**src/hw/drive_status_pkg.sv**
```systemverilog
// Purpose: Shared constants for the drive status word bank.
// Assumes: One 100 MHz clock, all status sources on that clock.
// Notes:   Bit positions, read indices and speed scaling live here.
package drive_status_pkg;

  // --------------------------------------------------------------
  // Word widths and read indices
  // --------------------------------------------------------------
  localparam int          WORD_W          = 16;
  localparam int          IDX_W           = 10;
  localparam logic [9:0]  IDX_PRIMARY     = 10'h2a8;  // 680
  localparam logic [9:0]  IDX_SPEED       = 10'h2a9;  // 681
  localparam logic [9:0]  IDX_SECONDARY   = 10'h2b2;  // 690
  localparam logic [15:0] STATUS_RST      = 16'h0000;
  localparam logic [15:0] SPEED_RST       = 16'h0000;

  // --------------------------------------------------------------
  // Primary status word bit positions
  // --------------------------------------------------------------
  localparam int          PB_RUN_CMD      = 1;
  localparam int          PB_FIRE_MODE    = 2;
  localparam int          PB_SECOND_RAMP  = 5;
  localparam int          PB_CONFIG       = 6;
  localparam int          PB_ALARM        = 7;
  localparam int          PB_RUNNING      = 8;
  localparam int          PB_ENABLED      = 9;
  localparam int          PB_FORWARD      = 10;
  localparam int          PB_JOG          = 11;
  localparam int          PB_REMOTE       = 12;
  localparam int          PB_UNDERVOLT    = 13;
  localparam int          PB_FAULT        = 15;
  localparam logic [15:0] PRI_RSV_MASK    = 16'h4019;  // bits 0, 3, 4, 14

  // --------------------------------------------------------------
  // Secondary status word bit positions
  // --------------------------------------------------------------
  localparam int          SB_DC_EXT       = 2;
  localparam int          SB_ENERGY_SAVE  = 3;
  localparam int          SB_FREQ_REDUCE  = 4;
  localparam int          SB_DECEL        = 6;
  localparam int          SB_ACCEL        = 7;
  localparam int          SB_FROZEN       = 8;
  localparam int          SB_SETPOINT_OK  = 9;
  localparam int          SB_DC_REG       = 10;
  localparam int          SB_CFG_50HZ     = 11;
  localparam int          SB_RIDE_THRU    = 12;
  localparam int          SB_FLYING       = 13;
  localparam int          SB_DC_BRAKE     = 14;
  localparam int          SB_PWM_ON       = 15;
  localparam logic [15:0] SEC_RSV_MASK    = 16'h0023;  // bits 0, 1, 5

  // --------------------------------------------------------------
  // Speed scaling
  // --------------------------------------------------------------
  localparam int          SCALE_SHIFT     = 13;         // rated = 2**13
  localparam logic [15:0] SPEED_RATED     = 16'h2000;   // 8192
  localparam logic [15:0] SPEED_POS_MAX   = 16'h7fff;   // 32767
  localparam logic [15:0] SPEED_NEG_MAX   = 16'h8000;   // -32768
  localparam int          NUM_W           = 29;         // 16 + 13
  localparam logic [4:0]  DIV_LAST_STEP   = 5'h1c;      // 29 steps

  typedef enum logic [1:0] {
    DIV_IDLE,
    DIV_RUN,
    DIV_DONE
  } div_state_t;

endpackage : drive_status_pkg

```
**src/hw/speed_scaler.sv**
```systemverilog
// Purpose: Scales the output frequency to the signed 16-bit speed word.
// Assumes: Frequency and rated frequency share one unit.
// Notes:   Sequential divider, one result every 32 cycles.
module speed_scaler
  import drive_status_pkg::*;
(
  input  wire logic                  ref_clk,
  input  wire logic                  rst_b,
  input  wire logic                  start,
  input  wire logic signed [15:0]    freq_in,
  input  wire logic        [15:0]    rated_in,
  output logic             [15:0]    speed_ff,
  output logic                       done_ff
);
  import drive_status_pkg::*;

  div_state_t        state_ff;
  logic [NUM_W-1:0]  num_ff;
  logic [NUM_W-1:0]  quot_ff;
  logic [16:0]       rem_ff;
  logic [15:0]       div_ff;
  logic              neg_ff;
  logic [4:0]        cnt_ff;
  logic [16:0]       trial;
  logic              fits;
  logic [15:0]       mag_in;

  // Magnitude; -32768 maps to 16'h8000 unsigned
  assign mag_in = freq_in[15] ? 16'(-freq_in) : freq_in;
  assign trial  = {rem_ff[15:0], num_ff[NUM_W-1]};
  assign fits   = trial >= {1'b0, div_ff};

  // ------------------------------------------------------------
  // Restoring divider: quot = |freq| * 8192 / rated
  // ------------------------------------------------------------
  always_ff @(posedge ref_clk or negedge rst_b) begin
    if (!rst_b) begin
      state_ff <= DIV_IDLE;
      num_ff   <= '0;
      quot_ff  <= '0;
      rem_ff   <= '0;
      div_ff   <= '0;
      neg_ff   <= 1'b0;
      cnt_ff   <= '0;
    end else begin
      case (state_ff)
        DIV_IDLE: begin
          if (start) begin
            num_ff   <= {mag_in, 13'h0000};
            div_ff   <= rated_in;
            neg_ff   <= freq_in[15];
            quot_ff  <= '0;
            rem_ff   <= '0;
            cnt_ff   <= '0;
            state_ff <= DIV_RUN;
          end
        end
        DIV_RUN: begin
          rem_ff  <= fits ? (trial - {1'b0, div_ff}) : trial;
          quot_ff <= {quot_ff[NUM_W-2:0], fits};
          num_ff  <= {num_ff[NUM_W-2:0], 1'b0};
          cnt_ff  <= cnt_ff + 5'h01;
          if (cnt_ff == DIV_LAST_STEP) begin
            state_ff <= DIV_DONE;
          end
        end
        DIV_DONE: state_ff <= DIV_IDLE;
        default:  state_ff <= DIV_IDLE;
      endcase
    end
  end

  // ------------------------------------------------------------
  // Signed result with clamp to the 16-bit range
  // ------------------------------------------------------------
  always_ff @(posedge ref_clk or negedge rst_b) begin
    if (!rst_b) begin
      speed_ff <= SPEED_RST;
      done_ff  <= 1'b0;
    end else begin
      done_ff <= (state_ff == DIV_DONE);
      if (state_ff == DIV_DONE) begin
        // Zero rated frequency clamps rather than dividing by zero
        if (!neg_ff) begin
          if (div_ff == 16'h0000 || quot_ff > NUM_W'(SPEED_POS_MAX)) begin
            speed_ff <= SPEED_POS_MAX;
          end else begin
            speed_ff <= quot_ff[15:0];
          end
        end else begin
          if (div_ff == 16'h0000 || quot_ff > NUM_W'(SPEED_NEG_MAX)) begin
            speed_ff <= SPEED_NEG_MAX;
          end else begin
            speed_ff <= 16'(-quot_ff[15:0]);
          end
        end
      end
    end
  end

endmodule : speed_scaler

```
**src/hw/drive_status_word_bank.sv**
```systemverilog
// Purpose: Read-only status words of the drive and its scaled speed.
// Assumes: All condition inputs come from logic on ref_clk.
// Notes:   Reads by index answer one cycle later; writes are refused.
module drive_status_word_bank
  import drive_status_pkg::*;
(
  input  wire logic                  ref_clk,
  input  wire logic                  rst_b,
  // Drive conditions
  input  wire logic                  run_cmd,
  input  wire logic                  fire_mode_act,
  input  wire logic                  second_ramp_sel,
  input  wire logic                  config_state,
  input  wire logic                  alarm_act,
  input  wire logic                  motor_running,
  input  wire logic                  drive_enabled,
  input  wire logic                  dir_forward,
  input  wire logic                  jog_act,
  input  wire logic                  remote_mode,
  input  wire logic                  undervoltage,
  input  wire logic                  fault_act,
  input  wire logic                  dc_ext_act,
  input  wire logic                  energy_save_act,
  input  wire logic                  output_freq_reduction,
  input  wire logic                  ramp_decel,
  input  wire logic                  ramp_accel,
  input  wire logic                  ramp_frozen,
  input  wire logic                  setpoint_ok,
  input  wire logic                  dc_reg_act,
  input  wire logic                  defaults_50hz,
  input  wire logic                  ride_through_act,
  input  wire logic                  flying_start_act,
  input  wire logic                  dc_brake_act,
  input  wire logic                  pwm_enabled,
  input  wire logic signed [15:0]    out_freq,
  input  wire logic        [15:0]    rated_motor_frequency,
  // Read port
  input  wire logic                  rd_req,
  input  wire logic [IDX_W-1:0]      rd_idx,
  input  wire logic                  wr_req,
  output logic [WORD_W-1:0]          rd_data_ff,
  output logic                       rd_ack_ff,
  output logic                       rd_err_ff,
  output logic                       wr_refused_ff,
  // Direct views
  output logic [WORD_W-1:0]          primary_drive_status,
  output logic [WORD_W-1:0]          secondary_drive_status,
  output logic [WORD_W-1:0]          scaled_output_speed
);
  import drive_status_pkg::*;

  // --------------------------------------------------------------
  // Word assembly
  // --------------------------------------------------------------
  logic [15:0] nxt_primary;
  logic [15:0] nxt_secondary;
  logic [15:0] primary_ff;
  logic [15:0] secondary_ff;
  logic [15:0] speed_word;
  logic        speed_done;
  logic        div_start_ff;

  // Unused positions stay zero by construction
  always_comb begin
    nxt_primary                 = STATUS_RST;
    nxt_primary[PB_RUN_CMD]     = run_cmd;
    nxt_primary[PB_FIRE_MODE]   = fire_mode_act;
    nxt_primary[PB_SECOND_RAMP] = second_ramp_sel;
    nxt_primary[PB_CONFIG]      = config_state;
    nxt_primary[PB_ALARM]       = alarm_act;
    nxt_primary[PB_RUNNING]     = motor_running;
    nxt_primary[PB_ENABLED]     = drive_enabled;
    nxt_primary[PB_FORWARD]     = dir_forward;
    nxt_primary[PB_JOG]         = jog_act;
    nxt_primary[PB_REMOTE]      = remote_mode;
    nxt_primary[PB_UNDERVOLT]   = undervoltage;
    nxt_primary[PB_FAULT]       = fault_act;
  end

  always_comb begin
    nxt_secondary                 = STATUS_RST;
    nxt_secondary[SB_DC_EXT]      = dc_ext_act;
    nxt_secondary[SB_ENERGY_SAVE] = energy_save_act;
    nxt_secondary[SB_FREQ_REDUCE] = output_freq_reduction;
    nxt_secondary[SB_DECEL]       = ramp_decel;
    nxt_secondary[SB_ACCEL]       = ramp_accel;
    nxt_secondary[SB_FROZEN]      = ramp_frozen;
    nxt_secondary[SB_SETPOINT_OK] = setpoint_ok;
    nxt_secondary[SB_DC_REG]      = dc_reg_act;
    nxt_secondary[SB_CFG_50HZ]    = defaults_50hz;
    nxt_secondary[SB_RIDE_THRU]   = ride_through_act;
    nxt_secondary[SB_FLYING]      = flying_start_act;
    nxt_secondary[SB_DC_BRAKE]    = dc_brake_act;
    nxt_secondary[SB_PWM_ON]      = pwm_enabled;
  end

  // --------------------------------------------------------------
  // Status registers
  // --------------------------------------------------------------
  // Refreshed every cycle; nothing else can load them
  always_ff @(posedge ref_clk or negedge rst_b) begin
    if (!rst_b) begin
      primary_ff   <= STATUS_RST;
      secondary_ff <= STATUS_RST;
    end else begin
      primary_ff   <= nxt_primary;
      secondary_ff <= nxt_secondary;
    end
  end

  assign primary_drive_status   = primary_ff;
  assign secondary_drive_status = secondary_ff;
  assign scaled_output_speed    = speed_word;

  // --------------------------------------------------------------
  // Speed scaling
  // --------------------------------------------------------------
  // Restart as soon as the divider returns; the word lags by ~31 cycles
  always_ff @(posedge ref_clk or negedge rst_b) begin
    if (!rst_b) begin
      div_start_ff <= 1'b1;
    end else begin
      div_start_ff <= speed_done;
    end
  end

  speed_scaler u_speed_scaler (
    .ref_clk  (ref_clk),
    .rst_b    (rst_b),
    .start    (div_start_ff),
    .freq_in  (out_freq),
    .rated_in (rated_motor_frequency),
    .speed_ff (speed_word),
    .done_ff  (speed_done)
  );

  // --------------------------------------------------------------
  // Read port
  // --------------------------------------------------------------
  // Unknown indices answer with zero data and an error pulse
  always_ff @(posedge ref_clk or negedge rst_b) begin
    if (!rst_b) begin
      rd_data_ff <= STATUS_RST;
      rd_ack_ff  <= 1'b0;
      rd_err_ff  <= 1'b0;
    end else begin
      rd_ack_ff <= rd_req;
      rd_err_ff <= 1'b0;
      if (rd_req) begin
        case (rd_idx)
          IDX_PRIMARY:   rd_data_ff <= primary_ff;
          IDX_SPEED:     rd_data_ff <= speed_word;
          IDX_SECONDARY: rd_data_ff <= secondary_ff;
          default: begin
            rd_data_ff <= STATUS_RST;
            rd_err_ff  <= 1'b1;
          end
        endcase
      end
    end
  end

  // Writes never reach the words; only a refusal pulse
  always_ff @(posedge ref_clk or negedge rst_b) begin
    if (!rst_b) begin
      wr_refused_ff <= 1'b0;
    end else begin
      wr_refused_ff <= wr_req;
    end
  end
endmodule : drive_status_word_bank

```
**config.mk**
```make
export PLATFORM = sky130hd
export DESIGN_NAME = drive_status_word_bank
export DESIGN_NICKNAME = d
export VERILOG_FILES = /design/src/hw/drive_status_pkg.sv /design/src/hw/speed_scaler.sv /design/src/hw/drive_status_word_bank.sv
export SDC_FILE = /design/constraint.sdc
export NUM_CORES = 1
export LEC_CHECK = 0
export BUFFER_PORTS_ARGS = -buffer_cell sky130_fd_sc_hd__buf_2
export CORE_MARGIN = 10
export CORE_UTILIZATION = 56
export CTS_CLUSTER_SIZE = 14
export DETAILED_ROUTE_END_ITERATION = 7
export PLACE_DENSITY = 0.86
export SLEW_MARGIN = 20
export SYNTH_ARGS = -nofsm -noshare
export SYNTH_HDL_FRONTEND = slang
export SYNTH_SLANG_ARGS = --single-unit
```
**constraint.sdc**
```tcl
create_clock -name ref_clk -period 2.9 [get_ports ref_clk]
set_clock_uncertainty 0.2 [all_clocks]
set_input_delay 0.58 -clock ref_clk [delete_from_list [all_inputs] [get_ports ref_clk]]
set_output_delay 0.58 -clock ref_clk [all_outputs]
set_load 0.1 [all_outputs]
```
==> results of run 1 <==
==> final cells by class <==
type                            count  area, um^2  area share [%]
Sequential cell                   147        3680            42.6
Timing Repair Buffer              149         840            9.71
Tap cell                          172         215            2.49
Clock buffer                       21         470            5.44
Multi-Input combinational cell    491        3190            36.9
Clock inverter                     11        77.6           0.897
Inverter                           45         169            1.95
==> repair_timing <==
| item | in CTS | in global routing |
|---|---|---|
| endpoints found under the hold margin | 61 | 0 |
| resized for setup | 0 | 4 |
| hold buffers | 1 | 0 |
| endpoints found under the setup margin | 0 | 13 |
==> critical path, stage by stage (launching register included) <==
cell	delay, ns
dfrtp_1	0.37
inv_1	0.07
ha_1	0.38
a21o_1	0.22
a31oi_1	0.21
a21boi_0	0.17
buf_4	0.18
a21oi_1	0.27
o21ai_0	0.17
xnor2_1	0.15
o31ai_1	0.21
==> Yosys cell counts (6+ instances only) <==
| cell | number |
|---|---|
| o211ai_1 | 6 |
| nor4_1 | 6 |
| o311ai_0 | 9 |
| xnor2_1 | 16 |
| clkbuf_1 | 36 |
| o31ai_1 | 10 |
| a31oi_1 | 7 |
| or3_1 | 9 |
| xor2_1 | 10 |
| nor3_1 | 17 |
| dfrtp_1 | 146 |
| o21ai_0 | 61 |
| inv_1 | 43 |
| o22ai_1 | 27 |
| and3_1 | 8 |
| a21o_1 | 6 |
| nor2_1 | 23 |
| nand2_1 | 74 |
| buf_4 | 7 |
| a21oi_1 | 32 |
| a22o_1 | 34 |
| nand4_1 | 12 |
| ha_1 | 21 |
| a22oi_1 | 13 |
| nand3_1 | 15 |
==> state kept, by name, indices dropped and copies added (netlist names) <==
register and flops:
wr_refused_ff 1, rd_ack_ff 1, secondary_drive_status 13, u_speed_scaler.quot_ff 29, u_speed_scaler.div_ff 16, rd_data_ff 16, u_speed_scaler.done_ff 1, rd_err_ff 1
u_speed_scaler.neg_ff 1, u_speed_scaler.cnt_ff 5, u_speed_scaler.state_ff 2, div_start_ff 1, u_speed_scaler.num_ff 16, u_speed_scaler.rem_ff 16, u_speed_scaler.speed_ff 16, primary_drive_status 12
==> logic make-up (layout without fill, tap and decap cells) <==
| kind of cell | count (synthesis) | count (layout) | synth area share [%] |
|---|---|---|---|
| mux | 5 | 5 | 0.730 |
| xor+xnor | 26 | 26 | 3.16 |
| simple gates | 194 | 194 | 13.6 |
| compound gates | 237 | 237 | 22.0 |
| flops | 147 | 147 | 51.1 |
| other cells | 1 | 7 | 0.0521 |
| buf+inv | 93 | 226 | 5.42 |
| fa+ha+maj | 22 | 22 | 3.93 |
==> through the flow <==
| stage | worst slack, ns | power, W | util [%] | cell area [um^2] |
|---|---|---|---|---|
| after CTS | 0.199 | 0.00449 | 68.4 | 8630 |
| after global routing | 0.0000819 | 0.00460 | 68.5 | 8640 |
| final | 0.196 | 0.00445 | 68.5 | 8640 |
| after global placement | 0.217 | 0.00248 | 64.0 | 8070 |
| after floorplan | 0.400 | 0.00235 | - | 7220 |
| after detailed placement | 0.117 | 0.00248 | 64.0 | 8070 |
==> power breakdown <==
| part | internal (W) | switching (W) |
|---|---|---|
| clock | 0.00116 | 0.000844 |
| sequential | 0.00207 | 0.0000117 |
| combinational | 0.0000736 | 0.000286 |
==> worst min path at each step <==
stage	end	slack, ns	cells after the start
floorplan	primary_drive_status[10]	0.08	0
global placement	div_start_ff	0.14	0
detailed placement	div_start_ff	0.14	0
CTS	primary_drive_status[1]	0.04	1
global route	primary_drive_status[2]	0.04	1
finish	primary_drive_status[1]	0.06	1
==> metal layers <==
layer	GRT usage [%]	part of all wire [%]
met1	25.7	42
met2	34.7	50
met3	5.75	5.9
met4	7.74	1.9
met5	0	0
==> flow_metrics.env, run 1 <==
export IMPL_die_area_um2=17800
export IMPL_cp_start_kind="flip-flop"
export IMPL_num_rows=41
export IMPL_overflow=0
export IMPL_min_delay_start="run_cmd"
export IMPL_routedWlPerCell_um=17.8
export IMPL_ys_seq_elements=147
export IMPL_antenna_found_initial=0
export IMPL_leakagePower_nw=4.08
export IMPL_layout_drive_gt1_share_pct=22.7
export IMPL_synth_edff_count=0
export IMPL_worst_pin_slew_ns=0.751
export IMPL_grt_pass1_wl_um=31100
export IMPL_drtIter0Drc=518
export IMPL_critPathKind="reg -> reg"
export IMPL_synth_area_um2=7200
export IMPL_synth_top_area_share_pct=50.7
export IMPL_rsz0062_at_grt="no"
export IMPL_final_common_cell="dfrtp_1"
export IMPL_status="finished clean"
export IMPL_cts_buffers=17
export IMPL_ys_async_sr_fraction_pct=100
export IMPL_power_density_nw_per_um2=515
export IMPL_ys_warn_count=0
export IMPL_grt_pass1_vias=6210
export IMPL_crit_start="u_speed_scaler.div_ff[4]"
export IMPL_peakVddDrop_mv=0.370
export IMPL_route_vias_total=6143
export IMPL_ant_nets=0
export IMPL_ys_flop_type="dfrtp_1"
export IMPL_cts_buffer_depth=2
export IMPL_hold_slack_ns=0.0589
export IMPL_r2r_end="u_speed_scaler.rem_ff[13]"
export IMPL_cts_sinks=147
export IMPL_top_level_ports=138
export IMPL_syn_inst=725
export IMPL_die_w_um=133
export IMPL_postCtsSetupRepairBufs=0
export IMPL_layout_common_cells="146 x dfrtp_1, 129 x buf_2, 73 x nand2_1"
export IMPL_synth_area_top_cells="dfrtp_1 51%, o21ai_0 4.2%, a22o_1 4.1%"
export IMPL_reg2reg_from="u_speed_scaler.div_ff[4]"
export IMPL_clkSlewWorstSetupHoldPaths_ns=0.06
export IMPL_clock_latency_ns=0.42
export IMPL_fin_nets=944
export IMPL_syn_to_final_growth_pct=20.1
export IMPL_maxSlewHeadroom_pct=49.9
export IMPL_fmax_mhz=370
export IMPL_dp_hpwl_um=13300
export IMPL_required_ns=3.02
export IMPL_cts_max_level=4
export IMPL_totalWireLength_um=18400
export IMPL_setup_violations=0
export IMPL_grt_total_usage_pct=21.0
export IMPL_drc=0
export IMPL_port_buffers=130
export IMPL_maxSlewViolCount=0
export IMPL_synth_top_area_cell="dfrtp_1"
export IMPL_critPathMaxFanout=6
export IMPL_endpoint_kind="flip-flop"
export IMPL_vias_per_cell=5.93
export IMPL_place_inst=1003
export IMPL_reg2reg_setup_slack_ns=0.20
export IMPL_ff2ff_path_depth=10
export IMPL_cts_root_buffer="clkbuf_16"
export IMPL_die_height_um=133
export IMPL_syn_avg_cell_area_um2=9.93
export IMPL_cp_data_arrival_time_ns=2.82
export IMPL_antenna_cells=0
export IMPL_hold_viol_final=0
export IMPL_fillers=978
export IMPL_maxCapViolCount=0
export IMPL_coreArea_um2=12600
export IMPL_synth_seq_area_share_pct=51.1
export IMPL_endpoint="u_speed_scaler.rem_ff[13]"
export IMPL_stdcell_count=1036
export IMPL_cts_tree="built"
export IMPL_hold_class="in -> reg"
export IMPL_tns_ns=0
export IMPL_min_period_ns=2.70
export IMPL_first_pass_iters=5
export IMPL_start_util_pct=57.1
export IMPL_synth_cell_type_count=61
export IMPL_globalplace_congestion=0.893
export IMPL_final_period_utilization_pct=93.2
export IMPL_grt_max_degree=66
Note: power is estimated with default switching activity, not from simulation.
==> run 2, diff against run 1 <==
- GPL_TIMING_DRIVEN: unset -> 0
==> flow_metrics.env, run 2 (synthesis gave the netlist of run 1 again) <==
export IMPL_status="finished clean"
export IMPL_die_area_um2=17800
export IMPL_reg2reg_setup_slack_ns=0.16
export IMPL_clkSlewWorstSetupHoldPaths_ns=0.06
export IMPL_layout_drive_gt1_share_pct=21.1
export IMPL_routedWlPerCell_um=18.5
export IMPL_fin_util_pct=69.8
export IMPL_first_pass_iters=5
export IMPL_drtIter0Drc=534
export IMPL_cts_buffer_depth=2
export IMPL_cts_buffers=17
export IMPL_antenna_cells=0
export IMPL_fin_nets=976
export IMPL_totalWireLength_um=19700
export IMPL_maxSlewViolCount=0
export IMPL_min_to="primary_drive_status[1]"
export IMPL_cp_data_arrival_time_ns=2.93
export IMPL_clock_latency_ns=0.43
export IMPL_min_delay_start="run_cmd"
export IMPL_power_density_nw_per_um2=543
export IMPL_dp_hpwl_um=13800
export IMPL_maxCapViolCount=0
export IMPL_layout_common_cells="146 x dfrtp_1, 131 x buf_2, 74 x nand2_1"
export IMPL_cts_sinks=147
export IMPL_fmax_mhz=358
export IMPL_ant_nets=0
export IMPL_leakagePower_nw=4.15
export IMPL_peakVddDrop_mv=0.427
export IMPL_grt_pass1_vias=6485
export IMPL_r2r_end="u_speed_scaler.rem_ff[0]"
export IMPL_drc=0
export IMPL_setup_violations=0
export IMPL_worst_pin_slew_ns=1.00
export IMPL_critPathKind="in -> reg"
export IMPL_cts_tree="built"
export IMPL_grt_max_degree=103
export IMPL_tns_ns=0
export IMPL_port_buffers=129
export IMPL_largest_reg_flops=29
export IMPL_coreArea_um2=12600
export IMPL_cts_root_buffer="clkbuf_16"
export IMPL_hold_viol_final=0
export IMPL_start_util_pct=57.1
export IMPL_globalplace_congestion=0.911
export IMPL_cp_start_kind="primary input"
export IMPL_grt_pass1_wl_um=32600
export IMPL_grt_total_usage_pct=22.2
export IMPL_reg2reg_from="u_speed_scaler.div_ff[1]"
export IMPL_regMostFlops="u_speed_scaler.quot_ff"
export IMPL_cts_max_level=4
export IMPL_syn_to_final_growth_pct=22.2
export IMPL_endpoint_kind="flip-flop"
export IMPL_critPathMaxFanout=10
export IMPL_required_ns=3.03
export IMPL_ff2ff_path_depth=9
export IMPL_hold_class="in -> reg"
export IMPL_top_level_ports=138
export IMPL_vias_per_cell=6.08
export IMPL_final_common_cell="dfrtp_1"
export IMPL_whs_path_depth=1
export IMPL_power_total_w=0.00478
export IMPL_die_height_um=133
export IMPL_overflow=0
export IMPL_final_period_utilization_pct=96.3
export IMPL_min_period_ns=2.79
export IMPL_maxSlewHeadroom_pct=32.7
export IMPL_die_w_um=133
export IMPL_num_rows=41
export IMPL_antenna_found_initial=0
export IMPL_hold_slack_ns=0.0526
export IMPL_route_vias_total=6489
-- run 2: what timing repair did --
item | CTS | global route
resized for setup | 3 | 13
setup buffers | 0 | 2
hold buffers | 1 | 0
hold endpoints to repair | 45 | 0
pin swaps | 0 | 1
setup endpoints to repair | 13 | 25
-- run 2: area by class of cell --
type,instances,area [um^2]
plain buffers,48,226
clock buffers,20,447
clock inverters,12,179
fillers,943,3820
inverters,45,169
multi-input cells,491,3180
flip-flops and latches,147,3680
well taps,172,215
repair buffers,133,708
-- run 2: layer usage --
layer | routed length, um | track usage, % | up-vias
li1 | - | - | 2976
met1 | 8300 | 27.2 | 3204
met2 | 9670 | 37.1 | 270
met3 | 1340 | 5.86 | 39
met4 | 420 | 7.62 | 0
met5 | 0 | 0 | -
-- run 2: how the worst max path moves through the flow --
stage / start / slack (ns) / end / depth (start not counted)
6_report: rd_idx[8] / 0.11 / rd_data_ff[15] / 7
5_1_grt: u_speed_scaler.div_ff[1] / -0.02 / u_speed_scaler.rem_ff[0] / 9
4_1_cts: u_speed_scaler.div_ff[12] / 0.04 / u_speed_scaler.rem_ff[2] / 10
3_5_place_dp: rd_idx[8] / -0.20 / rd_data_ff[14] / 7
3_3_place_gp: rst_b / -0.98 / u_speed_scaler.num_ff[24] / 1
2_1_floorplan: u_speed_scaler.div_ff[1] / 0.40 / u_speed_scaler.rem_ff[11] / 10
-- run 2: metrics by stage --
stage	std cells	setup WS [ns]	cell area (um^2)
floorplan	731	0.400	7220
global placement	1032	-0.981	8080
detailed placement	1033	-0.199	8120
CTS	1066	0.0404	8760
global route	1068	-0.0196	8800
finish	1068	0.107	8800
-- run 2: power by group --
group	internal (W)	total [W]	switching [W]
clock network	0.00146	0.00233	0.000870
logic	0.0000797	0.000367	0.000288
registers	0.00207	0.00208	0.0000109
total	0.00361	0.00478	0.00117
-- run 2: critical path: stages --
cell and delay, ns:
buf_2 0.10, nor4bb_1 0.26, nand3b_1 0.13, nor4_1 0.83, o21ai_0 0.43, clkbuf_1 0.36
o22ai_1 0.24
==> run 3, diff against run 2 <==
- ABC_AREA: unset -> 1
- CORE_UTILIZATION: 56 -> 57
- SYNTH_HIERARCHICAL: unset -> 1
==> flow_metrics.env, run 3 <==
export IMPL_endpoint_kind="flip-flop"
export IMPL_comb_power_share_pct=8.7
export IMPL_crit_chain="ha_1 > nand2_1 > nand2_1 > inv_1 > nand2_1 > nand2_1 > nand2_2 > nor2_4 > buf_4 > nand3b_1 > nand3_1 > nand2_1"
export IMPL_power_share_switching_pct=26.0
export IMPL_drtIter0Drc=648
export IMPL_vias_per_cell=5.41
export IMPL_first_pass_iters=5
export IMPL_pwr_share_clk_pct=45.4
export IMPL_crit_top_cell="nand2_1"
export IMPL_yosys_top_cells_count="289 x nand2_1, 146 x dfrtp_1, 119 x inv_1"
export IMPL_drc=0
export IMPL_synth_top_area_share_pct=44.1
export IMPL_maxSlewViolCount=0
export IMPL_reg2reg_from="u_speed_scaler/rem_ff[11]"
export IMPL_tns_ns=0
export IMPL_status="finished clean"
export IMPL_p_seq_share_pct=45.9
export IMPL_synth_seq_area_share_pct=44.4
export IMPL_crit_family="simple AND/OR/NAND/NOR gates"
export IMPL_grt_max_degree=78
export IMPL_cp_start_kind="flip-flop"
export IMPL_leakagePower_nw=5.32
export IMPL_largest_reg_flops=29
export IMPL_ff2ff_path_depth=12
export IMPL_fmax_mhz=418
export IMPL_fillers=1093
export IMPL_crit_start="u_speed_scaler/rem_ff[11]"
export IMPL_required_ns=3.00
export IMPL_top_layer="met4"
export IMPL_start_util_pct=59.0
export IMPL_routed_wl_met3_um=1330
export IMPL_grt_total_usage_pct=22.4
export IMPL_final_common_cell="nand2_1"
export IMPL_power_density_nw_per_um2=464
export IMPL_die_w_um=141
export IMPL_ys_async_sr_fraction_pct=100
export IMPL_clock_latency_ns=0.42
export IMPL_syn_avg_cell_area_um2=7.83
export IMPL_ant_nets=0
export IMPL_cts_sinks=147
export IMPL_final_period_utilization_pct=82.6
export IMPL_syn_to_final_growth_pct=18.1
export IMPL_postCtsSetupRepairBufs=0
export IMPL_cp_data_arrival_time_ns=2.50
export IMPL_max_stage_delay_ns=0.41
export IMPL_setup_violations=0
export IMPL_power_total_w=0.00453
export IMPL_grt_pass1_vias=7503
export IMPL_switchingPower_w=0.00118
export IMPL_cell_internal_pwr_w=0.00335
export IMPL_route_vias_total=7612
export IMPL_maxCapViolCount=0
export IMPL_globalplace_congestion=0.931
export IMPL_synth_area_top_cells="dfrtp_1 44%, nand2_1 13%, inv_1 5.4%"
export IMPL_worst_pin_slew_ns=0.562
export IMPL_synth_edff_count=0
export IMPL_critPathKind="reg -> reg"
export IMPL_antenna_found_initial=0
export IMPL_fin_nets=1308
export IMPL_grt_pass1_wl_um=36900
export IMPL_cts_tree="built"
export IMPL_min_delay_start="remote_mode"
export IMPL_synth_most_common_cell="nand2_1"
export IMPL_r2r_end="u_speed_scaler/rem_ff[9]"
export IMPL_min_period_ns=2.39
export IMPL_synth_top_area_cell="dfrtp_1"
export IMPL_ys_seq_elements=147
export IMPL_worst_path_buf_inv=2
export IMPL_cts_buffer_depth=2
export IMPL_whs_path_depth=1
export IMPL_critPathMaxFanout=10
export IMPL_cts_root_buffer="clkbuf_16"
export IMPL_reg2reg_setup_slack_ns=0.51
export IMPL_hold_viol_final=0
export IMPL_antenna_cells=0
export IMPL_peakVddDrop_mv=0.380
export IMPL_overflow=0
export IMPL_cts_max_level=4
export IMPL_ys_flop_type="dfrtp_1"
export IMPL_layout_drive_gt1_share_pct=21.4
export IMPL_clkSlewWorstSetupHoldPaths_ns=0.06
export IMPL_port_buffers=130
export IMPL_die_area_um2=19700
export IMPL_top_level_ports=138
export IMPL_syn_inst=1058
export IMPL_synth_cell_type_count=39
export IMPL_layout_common_cells="289 x nand2_1, 147 x buf_2, 146 x dfrtp_1"
export IMPL_routedWlPerCell_um=15.6
export IMPL_drt_met1_wl_um=9290
export IMPL_synth_area_um2=8280
export IMPL_ctsResizeCount=0
export IMPL_coreArea_um2=14000
export IMPL_cts_buffers=17
export IMPL_regMostFlops="u_speed_scaler/quot_ff"
export IMPL_totalWireLength_um=22000
export IMPL_hold_buffers=1
export IMPL_die_height_um=141
export IMPL_ys_warn_count=6
export IMPL_met2_wirelength_um=10900
export IMPL_num_rows=43
export IMPL_rsz0062_at_grt="no"
export IMPL_min_to="primary_drive_status[12]"
export IMPL_cpMaxStageDelayCell="dfrtp_1"
export IMPL_maxSlewHeadroom_pct=62.5
export IMPL_dp_hpwl_um=16700
export IMPL_hold_class="in -> reg"
run 3: metrics by stage:
| stage | cell area (um^2) | utilization [%] | setup slack [ns] | std cells | hold slack [ns] |
|---|---|---|---|---|---|
| floorplan | 8300 | - | 0.933 | 1064 | 0.0844 |
| detailed placement | 9220 | 65.6 | 0.576 | 1375 | 0.158 |
| global route | 9780 | 69.6 | 0.393 | 1407 | 0.0513 |
| CTS | 9780 | 69.6 | 0.531 | 1407 | 0.0451 |
| global placement | 9180 | 65.4 | -0.989 | 1374 | 0.138 |
| finish | 9780 | 69.6 | 0.506 | 1407 | 0.0566 |
run 3: cells by family after synthesis:
kind of cell,share of synthesized area (%)
AND/OR/NAND/NOR,32.5
AO/OA/AOI/OAI,7.80
multiplexers,0.121
other,0.0453
adder cells (fa/ha/maj),3.41
buffers and inverters,9.34
flip-flops,44.4
XOR/XNOR,2.33
run 3: cell type report:
type / instances / area, um^2 / area share, %
Clock inverter: 11 / 104 / 1.06
Inverter: 131 / 492 / 5.03
Tap cell: 180 / 225 / 2.30
Multi-Input combinational cell: 740 / 3850 / 39.4
Sequential cell: 147 / 3680 / 37.6
Timing Repair Buffer: 132 / 698 / 7.14
Clock buffer: 20 / 447 / 4.57
Buffer: 46 / 282 / 2.88
run 3: per-layer routing:
metal  global-route usage (%)  up-vias
met2                     37.0      282
li1                         -     3716
met5                        0        -
met1                     28.2     3571
met4                     8.91        0
met3                     4.06       43
run 3: power groups by stage:
stage | combinational (W) | clock, W | sequential, W
after global routing | 0.000420 | 0.00217 | 0.00208
after CTS | 0.000395 | 0.00209 | 0.00208
after detailed placement | 0.000394 | 0 | 0.00212
after floorplan | 0.000103 | 0 | 0.00227
final | 0.000393 | 0.00206 | 0.00208
after global placement | 0.000383 | 0 | 0.00212
run 3: worst register-to-register path: stages (launching register included):
cell	delay (ns)
dfrtp_1	0.41
ha_1	0.41
nand2_1	0.09
nand2_1	0.09
inv_1	0.08
nand2_1	0.06
nand2_1	0.07
nand2_2	0.07
nor2_4	0.25
buf_4	0.26
nand3b_1	0.13
nand3_1	0.10
nand2_1	0.06
run 3: how the worst max path moves through the flow:
stage	end	cells after the start
global route	u_speed_scaler/rem_ff[9]	12
finish	u_speed_scaler/rem_ff[9]	12
global placement	wr_refused_ff	1
detailed placement	u_speed_scaler/rem_ff[10]	12
CTS	u_speed_scaler/rem_ff[9]	12
floorplan	u_speed_scaler/rem_ff[3]	12
